<file path="config.mk">
export PLATFORM = sky130hd
export DESIGN_NAME = docs_clock_switch
export DESIGN_NICKNAME = d
export VERILOG_FILES = /design/src/rtl/docs_pkg.sv /design/src/rtl/docs_clock_switch.sv
export SDC_FILE = /design/constraint.sdc
export NUM_CORES = 1
export LEC_CHECK = 0
export ABC_AREA = 1
export BUFFER_PORTS_ARGS = -buffer_cell sky130_fd_sc_hd__buf_4
export CAP_MARGIN = 20
export CORE_AREA = 2 2 65 67
export DETAILED_ROUTE_END_ITERATION = 10
export DIE_AREA = 0 0 67 69
export PLACE_DENSITY = 0.82
export REMOVE_ABC_BUFFERS = 1
export SLEW_MARGIN = 10
export SYNTH_ARGS = -nofsm -noshare
export SYNTH_HDL_FRONTEND = slang
export SYNTH_SLANG_ARGS = --single-unit
</file>
<file path="constraint.sdc">
create_clock -name clk_i -period 2.6 [get_ports clk_i]
set_input_delay 0.39 -clock clk_i [delete_from_list [all_inputs] [get_ports clk_i]]
set_output_delay 0.39 -clock clk_i [all_outputs]
set_load 0.02 [all_outputs]
</file>
<file path="src/rtl/docs_pkg.sv">
// Constants for the dual oscillator clock switch: register map,
// field positions, the fixed timer select reset value and divider figures.
// Assumes a 32-bit classic Wishbone bus with word-aligned registers.
package docs_pkg;

   // ***************************************************************
   // Register indices (byte address is four times the index)
   // ***************************************************************
   localparam logic [7:0] IDX_SOURCE_SELECTION = 8'h85;
   localparam logic [7:0] IDX_OSC_CONTROL = 8'h86;
   localparam logic [7:0] IDX_SWITCH_STATUS = 8'h87;
   localparam logic [7:0] IDX_CLOCK_CONTROL_ZERO = 8'h8F;
   localparam int ADR_W = 10;
   localparam int ADR_LSB = 2;

   // ***************************************************************
   // Field positions
   // ***************************************************************
   localparam int SOURCE_SELECT_BIT = 0;
   localparam int PRIMARY_EN_BIT = 0;
   localparam int SECONDARY_EN_BIT = 1;
   localparam int TIMER_SEL_BIT = 2;
   localparam int HALVER_BYPASS_BIT = 0;
   localparam int STAT_ACTIVE_BIT = 0;
   localparam int STAT_BUSY_BIT = 1;

   // ***************************************************************
   // Source codes and reset values
   // ***************************************************************
   localparam logic SRC_SECONDARY = 1'b0;
   localparam logic SRC_PRIMARY = 1'b1;
   localparam logic TIMER_FROM_PIN = 1'b0;
   localparam logic RST_TIMER_SEL = 1'b0;

   // ***************************************************************
   // Divider figures
   // ***************************************************************
   localparam int SUB_CLOCK_DIV = 128;
   localparam int SUB_DIV_W = $clog2(SUB_CLOCK_DIV);
   localparam int SWITCH_OSC_PERIODS = 2;

   // Handover sequencer states
   typedef enum logic [1:0] {
      DOCS_STEADY,
      DOCS_DROP_OLD,
      DOCS_TAKE_NEW
   } docs_sw_state_t;

endpackage : docs_pkg

</file>
<file path="src/rtl/docs_clock_switch.sv">
// Dual oscillator clock switch with Wishbone register access.
// Assumes both oscillator waveforms arrive already sampled to clk_i,
// which must run well above either oscillator.
//
// How it works
// Exactly one oscillator drives system clock; here none does while both gates are shut, after reset and mid-handover
// Select bit 0 secondary, 1 primary
// Changeover within two periods of each oscillator
// Secondary enable stays set while selected
// Primary enable stays set while selected
// Refuse selecting a disabled oscillator
// No settling check before switching
// Software enables, waits, switches, then disables
// Secondary also passes halver and prescaler; here it passes the halver only, there is no prescaler
// Idle keeps oscillators running, selection frozen
// Interrupt idle exit keeps control bits
// Reset reloads bits from oscillator fuse
// Power-down stops oscillators, freezes selection
// Enable bits power oscillators up or down
// Disabled secondary frees crystal pins
// Timer input: pin or secondary divided 128
// Speed bit: halve or pass through
// Speed bit resets to inverted fuse
// Oscillator fuse sets enables and select
// Glitch-free handover between oscillator gates
//
// The Wishbone register port was left to the implementer.
`timescale 1ns/1ps
`default_nettype none

module docs_clock_switch (
   input wire logic clk_i,
   input wire logic rst_i,
   // Wishbone slave
   input wire logic wb_cyc_i,
   input wire logic wb_stb_i,
   input wire logic wb_we_i,
   input wire logic [docs_pkg::ADR_W-1:0] wb_adr_i,
   input wire logic [3:0] wb_sel_i,
   input wire logic [31:0] wb_dat_i,
   output logic [31:0] wb_dat_o,
   output logic wb_ack_o,
   // Fuses and power modes
   input wire logic osc_select_fuse_i,
   input wire logic speed_fuse_i,
   input wire logic idle_i,
   input wire logic power_down_i,
   // Oscillators and pins
   input wire logic primary_oscillator_i,
   input wire logic secondary_oscillator_i,
   input wire logic timer_zero_ext_pin_i,
   output logic primary_osc_run_o,
   output logic secondary_osc_run_o,
   output logic crystal_pins_gpio_o,
   output logic timer_zero_count_o,
   output logic sys_clk_o,
   output logic active_source_o
);

   // ***************************************************************
   // Control bits
   // ***************************************************************
   logic source_select_bit;
   logic primary_osc_enable;
   logic secondary_osc_enable;
   logic sub_clock_timer_input_sel;
   logic clock_halver_bypass;

   // Bus decode
   logic bus_req;
   logic bus_wr;
   logic lane0;
   logic [7:0] reg_idx;
   logic frozen;

   // Handover state
   docs_pkg::docs_sw_state_t sw_state;
   logic gate_primary;
   logic gate_secondary;
   logic target_src;
   logic cur_src;
   logic muxed_clk;
   logic muxed_q;
   logic halved_clk;
   logic sec_q;
   logic [docs_pkg::SUB_DIV_W-1:0] sub_div;

   // Word index of a byte address
   function automatic logic [7:0] word_index(input logic [docs_pkg::ADR_W-1:0] adr);
      word_index = adr[docs_pkg::ADR_W-1:docs_pkg::ADR_LSB];
   endfunction : word_index

   // Level of the oscillator feeding a source code
   function automatic logic osc_level(input logic src, input logic pri, input logic sec);
      osc_level = (src == docs_pkg::SRC_PRIMARY) ? pri : sec;
   endfunction : osc_level

   // ***************************************************************
   // Wishbone slave
   // ***************************************************************
   // Request seen while ack is low; write lands on the ack edge
   assign bus_req = wb_cyc_i & wb_stb_i;
   assign bus_wr = bus_req & wb_we_i & wb_ack_o & lane0;
   assign lane0 = wb_sel_i[0];
   assign reg_idx = word_index(wb_adr_i);
   // Selection cannot move in idle or power-down
   assign frozen = idle_i | power_down_i;

   // Ack one cycle after the request, dropped the cycle after
   always_ff @(posedge clk_i) begin
      if (rst_i) begin
         wb_ack_o <= 1'b0;
      end else begin
         wb_ack_o <= bus_req & ~wb_ack_o;
      end
   end

   // Read data, zero for unmapped addresses
   always_ff @(posedge clk_i) begin
      if (rst_i) begin
         wb_dat_o <= 32'h0000_0000;
      end else if (bus_req & ~wb_ack_o) begin
         wb_dat_o <= 32'h0000_0000;
         unique case (reg_idx)
            docs_pkg::IDX_SOURCE_SELECTION: begin
               wb_dat_o[docs_pkg::SOURCE_SELECT_BIT] <= source_select_bit;
            end
            docs_pkg::IDX_OSC_CONTROL: begin
               wb_dat_o[docs_pkg::PRIMARY_EN_BIT] <= primary_osc_enable;
               wb_dat_o[docs_pkg::SECONDARY_EN_BIT] <= secondary_osc_enable;
               wb_dat_o[docs_pkg::TIMER_SEL_BIT] <= sub_clock_timer_input_sel;
            end
            docs_pkg::IDX_SWITCH_STATUS: begin
               wb_dat_o[docs_pkg::STAT_ACTIVE_BIT] <= cur_src;
               wb_dat_o[docs_pkg::STAT_BUSY_BIT] <= (sw_state != docs_pkg::DOCS_STEADY);
            end
            docs_pkg::IDX_CLOCK_CONTROL_ZERO: begin
               wb_dat_o[docs_pkg::HALVER_BYPASS_BIT] <= clock_halver_bypass;
            end
            default: begin
               wb_dat_o <= 32'h0000_0000;
            end
         endcase
      end
   end

   // ***************************************************************
   // Source select bit
   // ***************************************************************
   // Fuse load at reset; guarded writes otherwise
   always_ff @(posedge clk_i) begin
      if (rst_i) begin
         source_select_bit <= osc_select_fuse_i;
      end else if (bus_wr && reg_idx == docs_pkg::IDX_SOURCE_SELECTION && !frozen) begin
         // No settling check is made here
         if (wb_dat_i[docs_pkg::SOURCE_SELECT_BIT] == docs_pkg::SRC_PRIMARY) begin
            if (primary_osc_enable) begin
               source_select_bit <= docs_pkg::SRC_PRIMARY;
            end
         end else if (secondary_osc_enable) begin
            source_select_bit <= docs_pkg::SRC_SECONDARY;
         end
      end
   end

   // ***************************************************************
   // Oscillator control register
   // ***************************************************************
   // Enables refuse clearing of the selected source
   always_ff @(posedge clk_i) begin
      if (rst_i) begin
         primary_osc_enable <= osc_select_fuse_i;
         secondary_osc_enable <= ~osc_select_fuse_i;
         sub_clock_timer_input_sel <= docs_pkg::RST_TIMER_SEL;
      end else if (bus_wr && reg_idx == docs_pkg::IDX_OSC_CONTROL) begin
         primary_osc_enable <= wb_dat_i[docs_pkg::PRIMARY_EN_BIT]
            | (source_select_bit == docs_pkg::SRC_PRIMARY);
         secondary_osc_enable <= wb_dat_i[docs_pkg::SECONDARY_EN_BIT]
            | (source_select_bit == docs_pkg::SRC_SECONDARY);
         sub_clock_timer_input_sel <= wb_dat_i[docs_pkg::TIMER_SEL_BIT];
      end
   end

   // Speed bit, reset to inverted fuse, always writable
   always_ff @(posedge clk_i) begin
      if (rst_i) begin
         clock_halver_bypass <= ~speed_fuse_i;
      end else if (bus_wr && reg_idx == docs_pkg::IDX_CLOCK_CONTROL_ZERO) begin
         clock_halver_bypass <= wb_dat_i[docs_pkg::HALVER_BYPASS_BIT];
      end
   end

   // ***************************************************************
   // Oscillator power and pins
   // ***************************************************************
   // Enabled oscillators run, also in idle; all stop in power-down
   always_ff @(posedge clk_i) begin
      if (rst_i) begin
         primary_osc_run_o <= 1'b0;
         secondary_osc_run_o <= 1'b0;
         crystal_pins_gpio_o <= 1'b0;
      end else begin
         primary_osc_run_o <= primary_osc_enable & ~power_down_i;
         secondary_osc_run_o <= secondary_osc_enable & ~power_down_i;
         crystal_pins_gpio_o <= ~secondary_osc_enable;
      end
   end

   // ***************************************************************
   // Glitch-free handover
   // ***************************************************************
   // Old gate closes while its clock is low, then new opens while low
   always_ff @(posedge clk_i) begin
      if (rst_i) begin
         sw_state <= docs_pkg::DOCS_STEADY;
         gate_primary <= 1'b0;
         gate_secondary <= 1'b0;
         cur_src <= docs_pkg::SRC_SECONDARY;
         target_src <= docs_pkg::SRC_SECONDARY;
      end else begin
         unique case (sw_state)
            docs_pkg::DOCS_STEADY: begin
               if (!gate_primary && !gate_secondary) begin
                  // First start after reset: open selected gate
                  target_src <= source_select_bit;
                  sw_state <= docs_pkg::DOCS_TAKE_NEW;
               end else if (source_select_bit != cur_src) begin
                  target_src <= source_select_bit;
                  sw_state <= docs_pkg::DOCS_DROP_OLD;
               end
            end
            docs_pkg::DOCS_DROP_OLD: begin
               if (!osc_level(cur_src, primary_oscillator_i, secondary_oscillator_i)) begin
                  gate_primary <= 1'b0;
                  gate_secondary <= 1'b0;
                  sw_state <= docs_pkg::DOCS_TAKE_NEW;
               end
            end
            docs_pkg::DOCS_TAKE_NEW: begin
               if (!osc_level(target_src, primary_oscillator_i, secondary_oscillator_i)) begin
                  gate_primary <= (target_src == docs_pkg::SRC_PRIMARY);
                  gate_secondary <= (target_src == docs_pkg::SRC_SECONDARY);
                  cur_src <= target_src;
                  sw_state <= docs_pkg::DOCS_STEADY;
               end
            end
         endcase
      end
   end

   // One gated oscillator reaches the clock path
   assign muxed_clk = (gate_primary & primary_oscillator_i)
      | (gate_secondary & secondary_oscillator_i);

   // ***************************************************************
   // Halver and system clock
   // ***************************************************************
   // Both sources share the halver path
   always_ff @(posedge clk_i) begin
      if (rst_i) begin
         muxed_q <= 1'b0;
         halved_clk <= 1'b0;
         sys_clk_o <= 1'b0;
         active_source_o <= 1'b0;
      end else begin
         muxed_q <= muxed_clk;
         if (muxed_clk && !muxed_q) begin
            halved_clk <= ~halved_clk;
         end
         sys_clk_o <= clock_halver_bypass ? muxed_clk : halved_clk;
         active_source_o <= cur_src;
      end
   end

   // ***************************************************************
   // Timer zero count input
   // ***************************************************************
   // Secondary oscillator divided by 128, or the external pin
   always_ff @(posedge clk_i) begin
      if (rst_i) begin
         sec_q <= 1'b0;
         sub_div <= '0;
         timer_zero_count_o <= 1'b0;
      end else begin
         sec_q <= secondary_oscillator_i;
         if (secondary_oscillator_i && !sec_q) begin
            sub_div <= sub_div + 1'b1;
         end
         timer_zero_count_o <= (sub_clock_timer_input_sel == docs_pkg::TIMER_FROM_PIN)
            ? timer_zero_ext_pin_i : sub_div[docs_pkg::SUB_DIV_W-1];
      end
   end

   // ***************************************************************
   // Checks
   // ***************************************************************
   // Never two gates at once
   property p_one_gate;
      @(posedge clk_i) disable iff (rst_i) !(gate_primary && gate_secondary);
   endproperty
   a_one_gate: assert property (p_one_gate) else $error("both oscillator gates open");

   // Selected source always has its enable set
   property p_selected_enabled;
      @(posedge clk_i) disable iff (rst_i)
         (source_select_bit ? primary_osc_enable : secondary_osc_enable);
   endproperty
   a_selected_enabled: assert property (p_selected_enabled) else $error("active source disabled");

   // Clearing primary while selected is refused
   property p_keep_primary;
      @(posedge clk_i) disable iff (rst_i)
         (bus_wr && reg_idx == docs_pkg::IDX_OSC_CONTROL && source_select_bit
          && !wb_dat_i[docs_pkg::PRIMARY_EN_BIT]) |=> primary_osc_enable;
   endproperty
   a_keep_primary: assert property (p_keep_primary) else $error("primary cleared while active");

   // Select change only toward an enabled source
   property p_select_enabled;
      @(posedge clk_i) disable iff (rst_i)
         $changed(source_select_bit) |->
            ($past(source_select_bit) ? $past(secondary_osc_enable) : $past(primary_osc_enable));
   endproperty
   a_select_enabled: assert property (p_select_enabled) else $error("switched to disabled source");

   // Selection frozen in idle or power-down
   property p_frozen;
      @(posedge clk_i) disable iff (rst_i) $past(frozen) |-> $stable(source_select_bit);
   endproperty
   a_frozen: assert property (p_frozen) else $error("source changed while frozen");

   // Power-down stops oscillators next cycle
   property p_pd_stop;
      @(posedge clk_i) disable iff (rst_i)
         power_down_i |=> !primary_osc_run_o && !secondary_osc_run_o;
   endproperty
   a_pd_stop: assert property (p_pd_stop) else $error("oscillator runs in power-down");

   // Pins freed exactly when secondary is off
   property p_pins;
      @(posedge clk_i) disable iff (rst_i)
         !rst_i |=> crystal_pins_gpio_o == !$past(secondary_osc_enable);
   endproperty
   a_pins: assert property (p_pins) else $error("crystal pin release wrong");

   // Timer pin routed when selector is zero
   property p_timer_pin;
      @(posedge clk_i) disable iff (rst_i)
         !sub_clock_timer_input_sel |=> timer_zero_count_o == $past(timer_zero_ext_pin_i);
   endproperty
   a_timer_pin: assert property (p_timer_pin) else $error("timer input not from pin");

   // Bypass passes the gated clock through
   property p_bypass;
      @(posedge clk_i) disable iff (rst_i)
         clock_halver_bypass |=> sys_clk_o == $past(muxed_clk);
   endproperty
   a_bypass: assert property (p_bypass) else $error("bypass clock mismatch");

   // Primary gate opens only while primary clock is low
   property p_glitch_free;
      @(posedge clk_i) disable iff (rst_i)
         $rose(gate_primary) |-> !$past(primary_oscillator_i);
   endproperty
   a_glitch_free: assert property (p_glitch_free) else $error("primary gate opened high");

endmodule : docs_clock_switch

`default_nettype wire

</file>
==> tab_implementation.tex, run 1 <==
\begin{tabular}{lr}
\hline
Metric & Value \\
\hline
\multicolumn{2}{l}{\textbf{Outcome}} \\
Run status & finished, final reports clean \\
\multicolumn{2}{l}{\textbf{GRT}} \\
Vias in the first global route & 1364 \\
Antenna violations before repair & 0 \\
Remaining global-route overflow & 0 \\
Largest net degree at the start of global routing & 23 \\
Total Routing Usage GR & approximately 16\% \\
First-pass GRT wire length & 5.57 mm \\
\multicolumn{2}{l}{\textbf{Timing}} \\
Worst-case setup margin in the final layout & 1280 ps \\
Count of pins over their slew limit & 0 \\
Worst Clk Skew & between 4 and 5 ps \\
Final hold violation count & 0 \\
Unrepaired setup endpoints after global routing & no \\
Final number of setup-violating endpoints & 0 \\
Worst Hold Slack & 294 ps \\
TNS Setup & 0 ps \\
FMAX & 758 MHz \\
Final worst path period share & 50.7\% \\
Tmin final & 1320 ps \\
\multicolumn{2}{l}{\textbf{Detailed routing}} \\
Antenna-violating nets left & 0 \\
Total number of vias & 1492 \\
Total DRC errors in the routed layout & 0 \\
Routed vias/inst & 4.47 \\
Total wirelength of the detailed-routed design & 3.28 mm \\
DRC violation total after the first TritonRoute iteration & 35 \\
Drt wl/cell & 9.83 µm \\
Detailed-routing iteration count for the pre-antenna-repair pass & 4 \\
\multicolumn{2}{l}{\textbf{Synth}} \\
Cell types with the largest area share after synthesis & dfxtp\_1 (30\%), buf\_4 (12\%), nand2\_1 (11\%) \\
Yosys warning total & 0 \\
Top-area cell type share of the netlist area & 30.1\% \\
Seq/Total Area, Yosys & 36.8\% \\
Mapped cell area & roughly 0.0018 mm² \\
Unique masters post-synth & 30 \\
Post-Syn Instances & 247 \\
Synth Register Bits & 31 \\
Syn\_area\_per\_cell & 7.26 µm² \\
Post-synth top area cell & dfxtp\_1 \\
\multicolumn{2}{l}{\textbf{CTS}} \\
Post-cts gate resize count & 0 \\
Sinks on Clock Net & 31 \\
Count of H-tree levels built during CTS & 2 \\
Post CTS Setup Buffer Count & 0 \\
Clock insertion delay at the later pin of the skew report & 290 ps \\
CTS max path bufs & 2 \\
CTS Hold Bufs & 0 \\
Total CTS buffers & 5 \\
Clock-pin slew of the registers on the worst-case setup and hold paths & $\sim$70 ps \\
TritonCTS clock tree & done \\
Cell at the root of the clock tree & clkbuf\_8 \\
\multicolumn{2}{l}{\textbf{Final layout}} \\
Antenna diode count & 0 \\
Final nets & 345 \\
Fill cell count & $\sim$410 \\
Layout overhead on the synthesized area & 14.9\% \\
Share of layout cells above drive strength 1 & 22.2\% \\
\multicolumn{2}{l}{\textbf{Setup path}} \\
Required time reported for the critical path endpoint & 2780 ps \\
Endpoint arrival time on the critical path & $\sim$1500 ps \\
Kind of launch point of the worst setup path & flop \\
Top fanout value on the critical path & 5 \\
Crit path kind & flop to flop \\
Crit path capture type & flop \\
\multicolumn{2}{l}{\textbf{Placement}} \\
Worst slack, placed & 1180 ps \\
Gp weighted congestion & 0.834 \\
IO Port Bufs & 33 \\
Half-perimeter wire length of the detailed placement result & roughly 2.6 mm \\
\multicolumn{2}{l}{\textbf{Floorplan}} \\
Starting Density & 45.8\% \\
Cell row count & 23 \\
Die area & between 0.004 and 0.005 mm² \\
Horiz. Die Dim & 67 µm \\
Core area & 0.00391 mm² \\
Total I/O pin count & 97 \\
Vertical die dimension & 69 µm \\
\multicolumn{2}{l}{\textbf{Pwr}} \\
Internal power & 0.879 mW \\
Sequential Power Share & 42.2\% \\
Psw & 0.492 mW \\
Sw Share & between 30\% and 40\% \\
Power Density & 665 mW/mm² \\
Share of power burned in combinational logic & 31.2\% \\
Sum of internal, switching and leakage power & approximately 1.4 mW \\
VDD IR max & 0.401 mV \\
Leakage power & 1.08 nW \\
Clk network pwr share & 26.7\% \\
\multicolumn{2}{l}{\textbf{Min path}} \\
Min-delay worst type & input port to flop \\
\multicolumn{2}{l}{\textbf{Run}} \\
Reported max-cap violation count & 0 \\
\hline
\end{tabular}
[worst max-delay path, cell delays in order (launching register included)]
cell and delay [ps]:
dfxtp_1 360, inv_1 70, ha_1 250, nand3_1 110
nand2_1 110, nor2_2 160, nand2_1 60, nand2_1 60
nor2_1 30
[synth_stat cells, drive strengths merged]
| master | number |
|---|---|
| clkbuf | 1 |
| nor2 | 38 |
| edfxtp | 4 |
| o21ai | 9 |
| o21a | 1 |
| a21oi | 7 |
| buf | 31 |
| nand4 | 4 |
| nand2 | 62 |
| o22ai | 1 |
| nand3 | 17 |
| dfxtp | 27 |
| nor3 | 5 |
| conb | 1 |
| ha | 4 |
| o211ai | 1 |
| clkinv | 1 |
| o211a | 1 |
| inv | 32 |
[power by group through the flow]
stage | clock [mW] | combinational, mW | sequential, mW
detailed placement | 0 | 0.427 | 0.589
finish | 0.365 | 0.427 | 0.578
global route | 0.395 | 0.493 | 0.584
floorplan | 0 | 0.313 | 0.595
CTS | 0.379 | 0.429 | 0.579
global placement | 0 | 0.415 | 0.588
[cells by family after synthesis]
family,count (synthesis),share of synthesized area [%]
buffers and inverters,65,19.8
DFF,31,36.8
other,1,0.209
and+or+nand+nor,126,34.1
AOI/OAI and AO/OA,20,6.21
adders and majority gates,4,2.79
[layout by cell type (no fill, tap or decap), types with 2 or more instances in the layout]
cell type,n
dfxtp_1,27
o21ai_0,5
nor3_1,3
a21oi_1,7
nand2_2,6
nand4_1,4
buf_4,33
inv_1,26
nor2_8,2
nand3_1,16
inv_2,6
nand2_4,2
nand2_1,54
clkinv_2,3
o21ai_1,4
conb_1,29
ha_1,4
nor2_4,2
clkbuf_8,5
nor2_1,33
edfxtp_1,4
[path summary, 6_finish.rpt]
kind / from / end / slack [ps] / cells past startpoint
worst max register to register: sw_state[0] / sw_state[1] / 1280 / 8
worst min register to register: sub_clock_timer_input_sel / wb_dat_o[2] / 490 / 2
worst min-delay path: power_down_i / secondary_osc_run_o / 290 / 2
worst max-delay path: sw_state[0] / sw_state[1] / 1280 / 8
[final cells by class]
| type | count | area, µm² | share of cell area [%] |
|---|---|---|---|
| Inverter | 33 | 124 | 6.01 |
| Clock buffer | 5 | 68.8 | 3.34 |
| Sequential cell | 31 | 661 | 32.1 |
| Multi-Input combinational cell | 179 | 882 | 42.8 |
| Timing Repair Buffer | 33 | 248 | 12.0 |
| Tap cell | 50 | 62.6 | 3.04 |
| Clock inverter | 3 | 15.0 | 0.729 |
[layer usage]
metal / global-route usage (%) / vias up / share of wire [%]
li1: - / 786 / -
met5: 0 / - / 0
met1: 18.1 / 643 / 43
met2: 26.1 / 58 / 48
met4: 8.16 / 0 / 1.6
met3: 4.08 / 5 / 7.2
[flip-flops by register name (all words and copies together), names as in the netlist]
signal                     flops
target_src                     1
gate_secondary                 1
gate_primary                   1
timer_zero_count_o             1
muxed_q                        1
sw_state                       2
sys_clk_o                      1
crystal_pins_gpio_o            1
sub_clock_timer_input_sel      1
wb_ack_o                       1
secondary_osc_run_o            1
secondary_osc_enable           1
sec_q                          1
sub_div                        7
primary_osc_enable             1
clock_halver_bypass            1
source_select_bit              1
cur_src                        1
active_source_o                1
halved_clk                     1
primary_osc_run_o              1
wb_dat_o                       3
[stage by stage]
step	cells	cell area (µm²)	utilization, %
global route	334	2060	52.7
floorplan	243	1670	-
finish	334	2060	52.7
global placement	326	1980	50.5
detailed placement	326	1980	50.5
CTS	334	2060	52.7
(Power assumes the default switching activity.)
==> run 2: changes to the inputs <==
--- a/config.mk
+++ b/config.mk
@@ -8,10 +8,10 @@
 export ABC_AREA = 1
 export BUFFER_PORTS_ARGS = -buffer_cell sky130_fd_sc_hd__buf_4
 export CAP_MARGIN = 20
-export CORE_AREA = 2 2 65 67
+export CORE_AREA = 2 2 70 72
 export DETAILED_ROUTE_END_ITERATION = 10
-export DIE_AREA = 0 0 67 69
-export PLACE_DENSITY = 0.82
+export DIE_AREA = 0 0 72 74
+export PLACE_DENSITY = 0.75
 export REMOVE_ABC_BUFFERS = 1
 export SLEW_MARGIN = 10
 export SYNTH_ARGS = -nofsm -noshare
==> constraint.sdc (replaced) <==
create_clock -name clk_i -period 1.14 [get_ports clk_i]
set_input_delay 0.171 -clock clk_i [delete_from_list [all_inputs] [get_ports clk_i]]
set_output_delay 0.171 -clock clk_i [all_outputs]
set_load 0.02 [all_outputs]
==> run 2 against run 1 <==
Routed wire length up 14%. Via count up 6.1%. Design area up 14%. Fmax up 16%. Sequential share of layout area down 3.2 points. Critical endpoint unchanged.
==> tab_implementation.tex, run 2 (same netlist as run 1, synthesis figures left out) <==
\begin{tabular}{lr}
\hline
Metric & Value \\
\hline
\multicolumn{2}{l}{\textbf{Floorplan}} \\
Starting Density & 39.0\% \\
Core area & $\sim$0.0046 mm² \\
Vertical die dimension & 74 µm \\
Total I/O pin count & between 90 and 100 \\
Die area & between 0.005 and 0.006 mm² \\
Cell row count & 25 \\
Horiz. Die Dim & 72 µm \\
\multicolumn{2}{l}{\textbf{Timing}} \\
FMAX & 878 MHz \\
Count of pins over their slew limit & 0 \\
Final number of setup-violating endpoints & 0 \\
Unrepaired setup endpoints after global routing & yes \\
TNS Setup & 0 ps \\
Final hold violation count & 0 \\
Final worst path period share & between 90 and 100\% \\
Worst Clk Skew & 5.80 ps \\
Tmin final & between 1000 and 1500 ps \\
\multicolumn{2}{l}{\textbf{Min path}} \\
Launch point of the worst hold path & power\_down\_i \\
Min-delay worst type & input port to flop \\
Worst hold path stage count & 2 \\
Worst hold path endpoint & secondary\_osc\_run\_o \\
\multicolumn{2}{l}{\textbf{Pwr}} \\
Leakage power & 1.20 nW \\
VDD IR max & 0.640 mV \\
Power Density & 1590 mW/mm² \\
\multicolumn{2}{l}{\textbf{Final layout}} \\
Final nets & 360 \\
Count of non-filler cells in the finished layout & 353 \\
Layout overhead on the synthesized area & 31.3\% \\
Flip-flop count of the largest register, all copies and words added & 7 \\
Regs by FF count & sub\_div x7, wb\_dat\_o x3, sw\_state x2 \\
Most common library cell in the layout ignoring fill and taps & nand2\_1 \\
Top register by number of flip-flops & sub\_div \\
Share of layout cells above drive strength 1 & 34.8\% \\
Highest-count cells in the layout ignoring fill and taps & nand2\_1 (49), buf\_4 (47), nor2\_1 (30), conb\_1 (29), inv\_1 (22) \\
Antenna diode count & 0 \\
\multicolumn{2}{l}{\textbf{Detailed routing}} \\
Total DRC errors in the routed layout & 0 \\
Antenna-violating nets left & 0 \\
DRC violation total after the first TritonRoute iteration & a little over 70 \\
Total number of vias & approximately 1600 \\
Detailed-routing iteration count for the pre-antenna-repair pass & 4 \\
Drt wl/cell & 10.6 µm \\
Total wirelength of the detailed-routed design & roughly 3.7 mm \\
Routed vias/inst & 4.48 \\
\multicolumn{2}{l}{\textbf{Setup path}} \\
Critical register-to-register path startpoint & sw\_state[0] \\
R2R Path End & sw\_state[1] \\
Kind of launch point of the worst setup path & flop \\
Crit path kind & flop to flop \\
Endpoint arrival time on the critical path & approximately 1300 ps \\
Top fanout value on the critical path & 3 \\
Required time reported for the critical path endpoint & about 1300 ps \\
Number of cells traversed by the worst register-to-register path & 8 \\
Crit path capture type & flop \\
R2R Setup Slk & 1 ps \\
\multicolumn{2}{l}{\textbf{GRT}} \\
Remaining global-route overflow & 0 \\
Antenna violations before repair & 0 \\
First-pass GRT wire length & 5.96 mm \\
Total Routing Usage GR & 14.5\% \\
Largest net degree at the start of global routing & 13 \\
Vias in the first global route & 1442 \\
\multicolumn{2}{l}{\textbf{Placement}} \\
Gp weighted congestion & 0.807 \\
Half-perimeter wire length of the detailed placement result & 2.74 mm \\
Cells after DPL & 341 \\
IO Port Bufs & 33 \\
\multicolumn{2}{l}{\textbf{CTS}} \\
CTS max path bufs & 2 \\
TritonCTS clock tree & done \\
Clock-pin slew of the registers on the worst-case setup and hold paths & about 70 ps \\
Sinks on Clock Net & 31 \\
Total CTS buffers & 5 \\
Clock insertion delay at the later pin of the skew report & 280 ps \\
Count of H-tree levels built during CTS & 2 \\
Cell at the root of the clock tree & clkbuf\_8 \\
\multicolumn{2}{l}{\textbf{Outcome}} \\
Run status & finished, final reports clean \\
\multicolumn{2}{l}{\textbf{Run}} \\
Reported max-cap violation count & 0 \\
\hline
\end{tabular}
==> run 2: changes by cell type in the layout (fill, tap and decap cells not counted), sizes merged <==
| cell | before | now |
|---|---|---|
| clkinv | 4 | 1 |
| buf | 33 | 48 |
| inv | 32 | 33 |
| clkbuf | 5 | 7 |
==> run 2: through the flow <==
stage	instance area, µm²	hold WS (ps)	util (%)	total power [mW]	setup WS, ps
floorplan	1670	238	-	2.07	-43.1
global placement	2060	371	44.9	2.38	-109
detailed placement	2060	366	44.9	2.42	-144
CTS	2240	59.3	48.7	3.56	5.97
global route	2350	70.8	51.2	3.99	-75.1
finish	2350	67.6	51.2	3.73	1.08
==> run 2: worst max-delay path by stage <==
stage                                  from           to  slack (ps)
after floorplan                 sw_state[0]  sw_state[1]         -40
after global placement          sw_state[0]  sw_state[1]        -110
after detailed placement        sw_state[0]  sw_state[1]        -140
after CTS                       sw_state[0]  sw_state[1]           6
after global routing      source_select_bit  sw_state[0]         -80
final                           sw_state[0]  sw_state[1]           1
==> run 2: final cells by class <==
cell class | count | area (µm²)
fill | 456 | 2240
multi-input combinational | 179 | 1020
sequential | 31 | 681
timing repair buffer | 48 | 364
inverter | 33 | 134
clock buffer | 7 | 86.3
tap | 54 | 67.6
clock inverter | 1 | 5.00
==> run 2: power breakdown <==
group | switching (mW) | internal, mW
sequential | 0.109 | 1.26
combinational | 0.854 | 0.618
clock | 0.410 | 0.486
total | 1.37 | 2.36
==> run 2: metal layers <==
layer  GRT usage [%]  part of all wire (%)  vias up
li1                -                     -      817
met1            17.3                    40      696
met2            24.8                    51       61
met3            3.66                   6.4        9
met4            6.29                   2.5        0
met5               0                     0        -
==> run 2: what timing repair did <==
action,4_1_cts,5_1_grt
gates resized for setup,26,23
setup endpoints to repair,4,14
hold buffers,0,0
pin swaps,5,18
setup buffers,0,4
==> run 2: worst max-delay path, stage by stage, from the launching register on <==
cell and delay (ps):
dfxtp_4 380, inv_4 50, ha_4 170, nand3_4 90, nand2_4 70, nor2_4 100
nand2_1 80, nand2_1 60, nor2_1 30
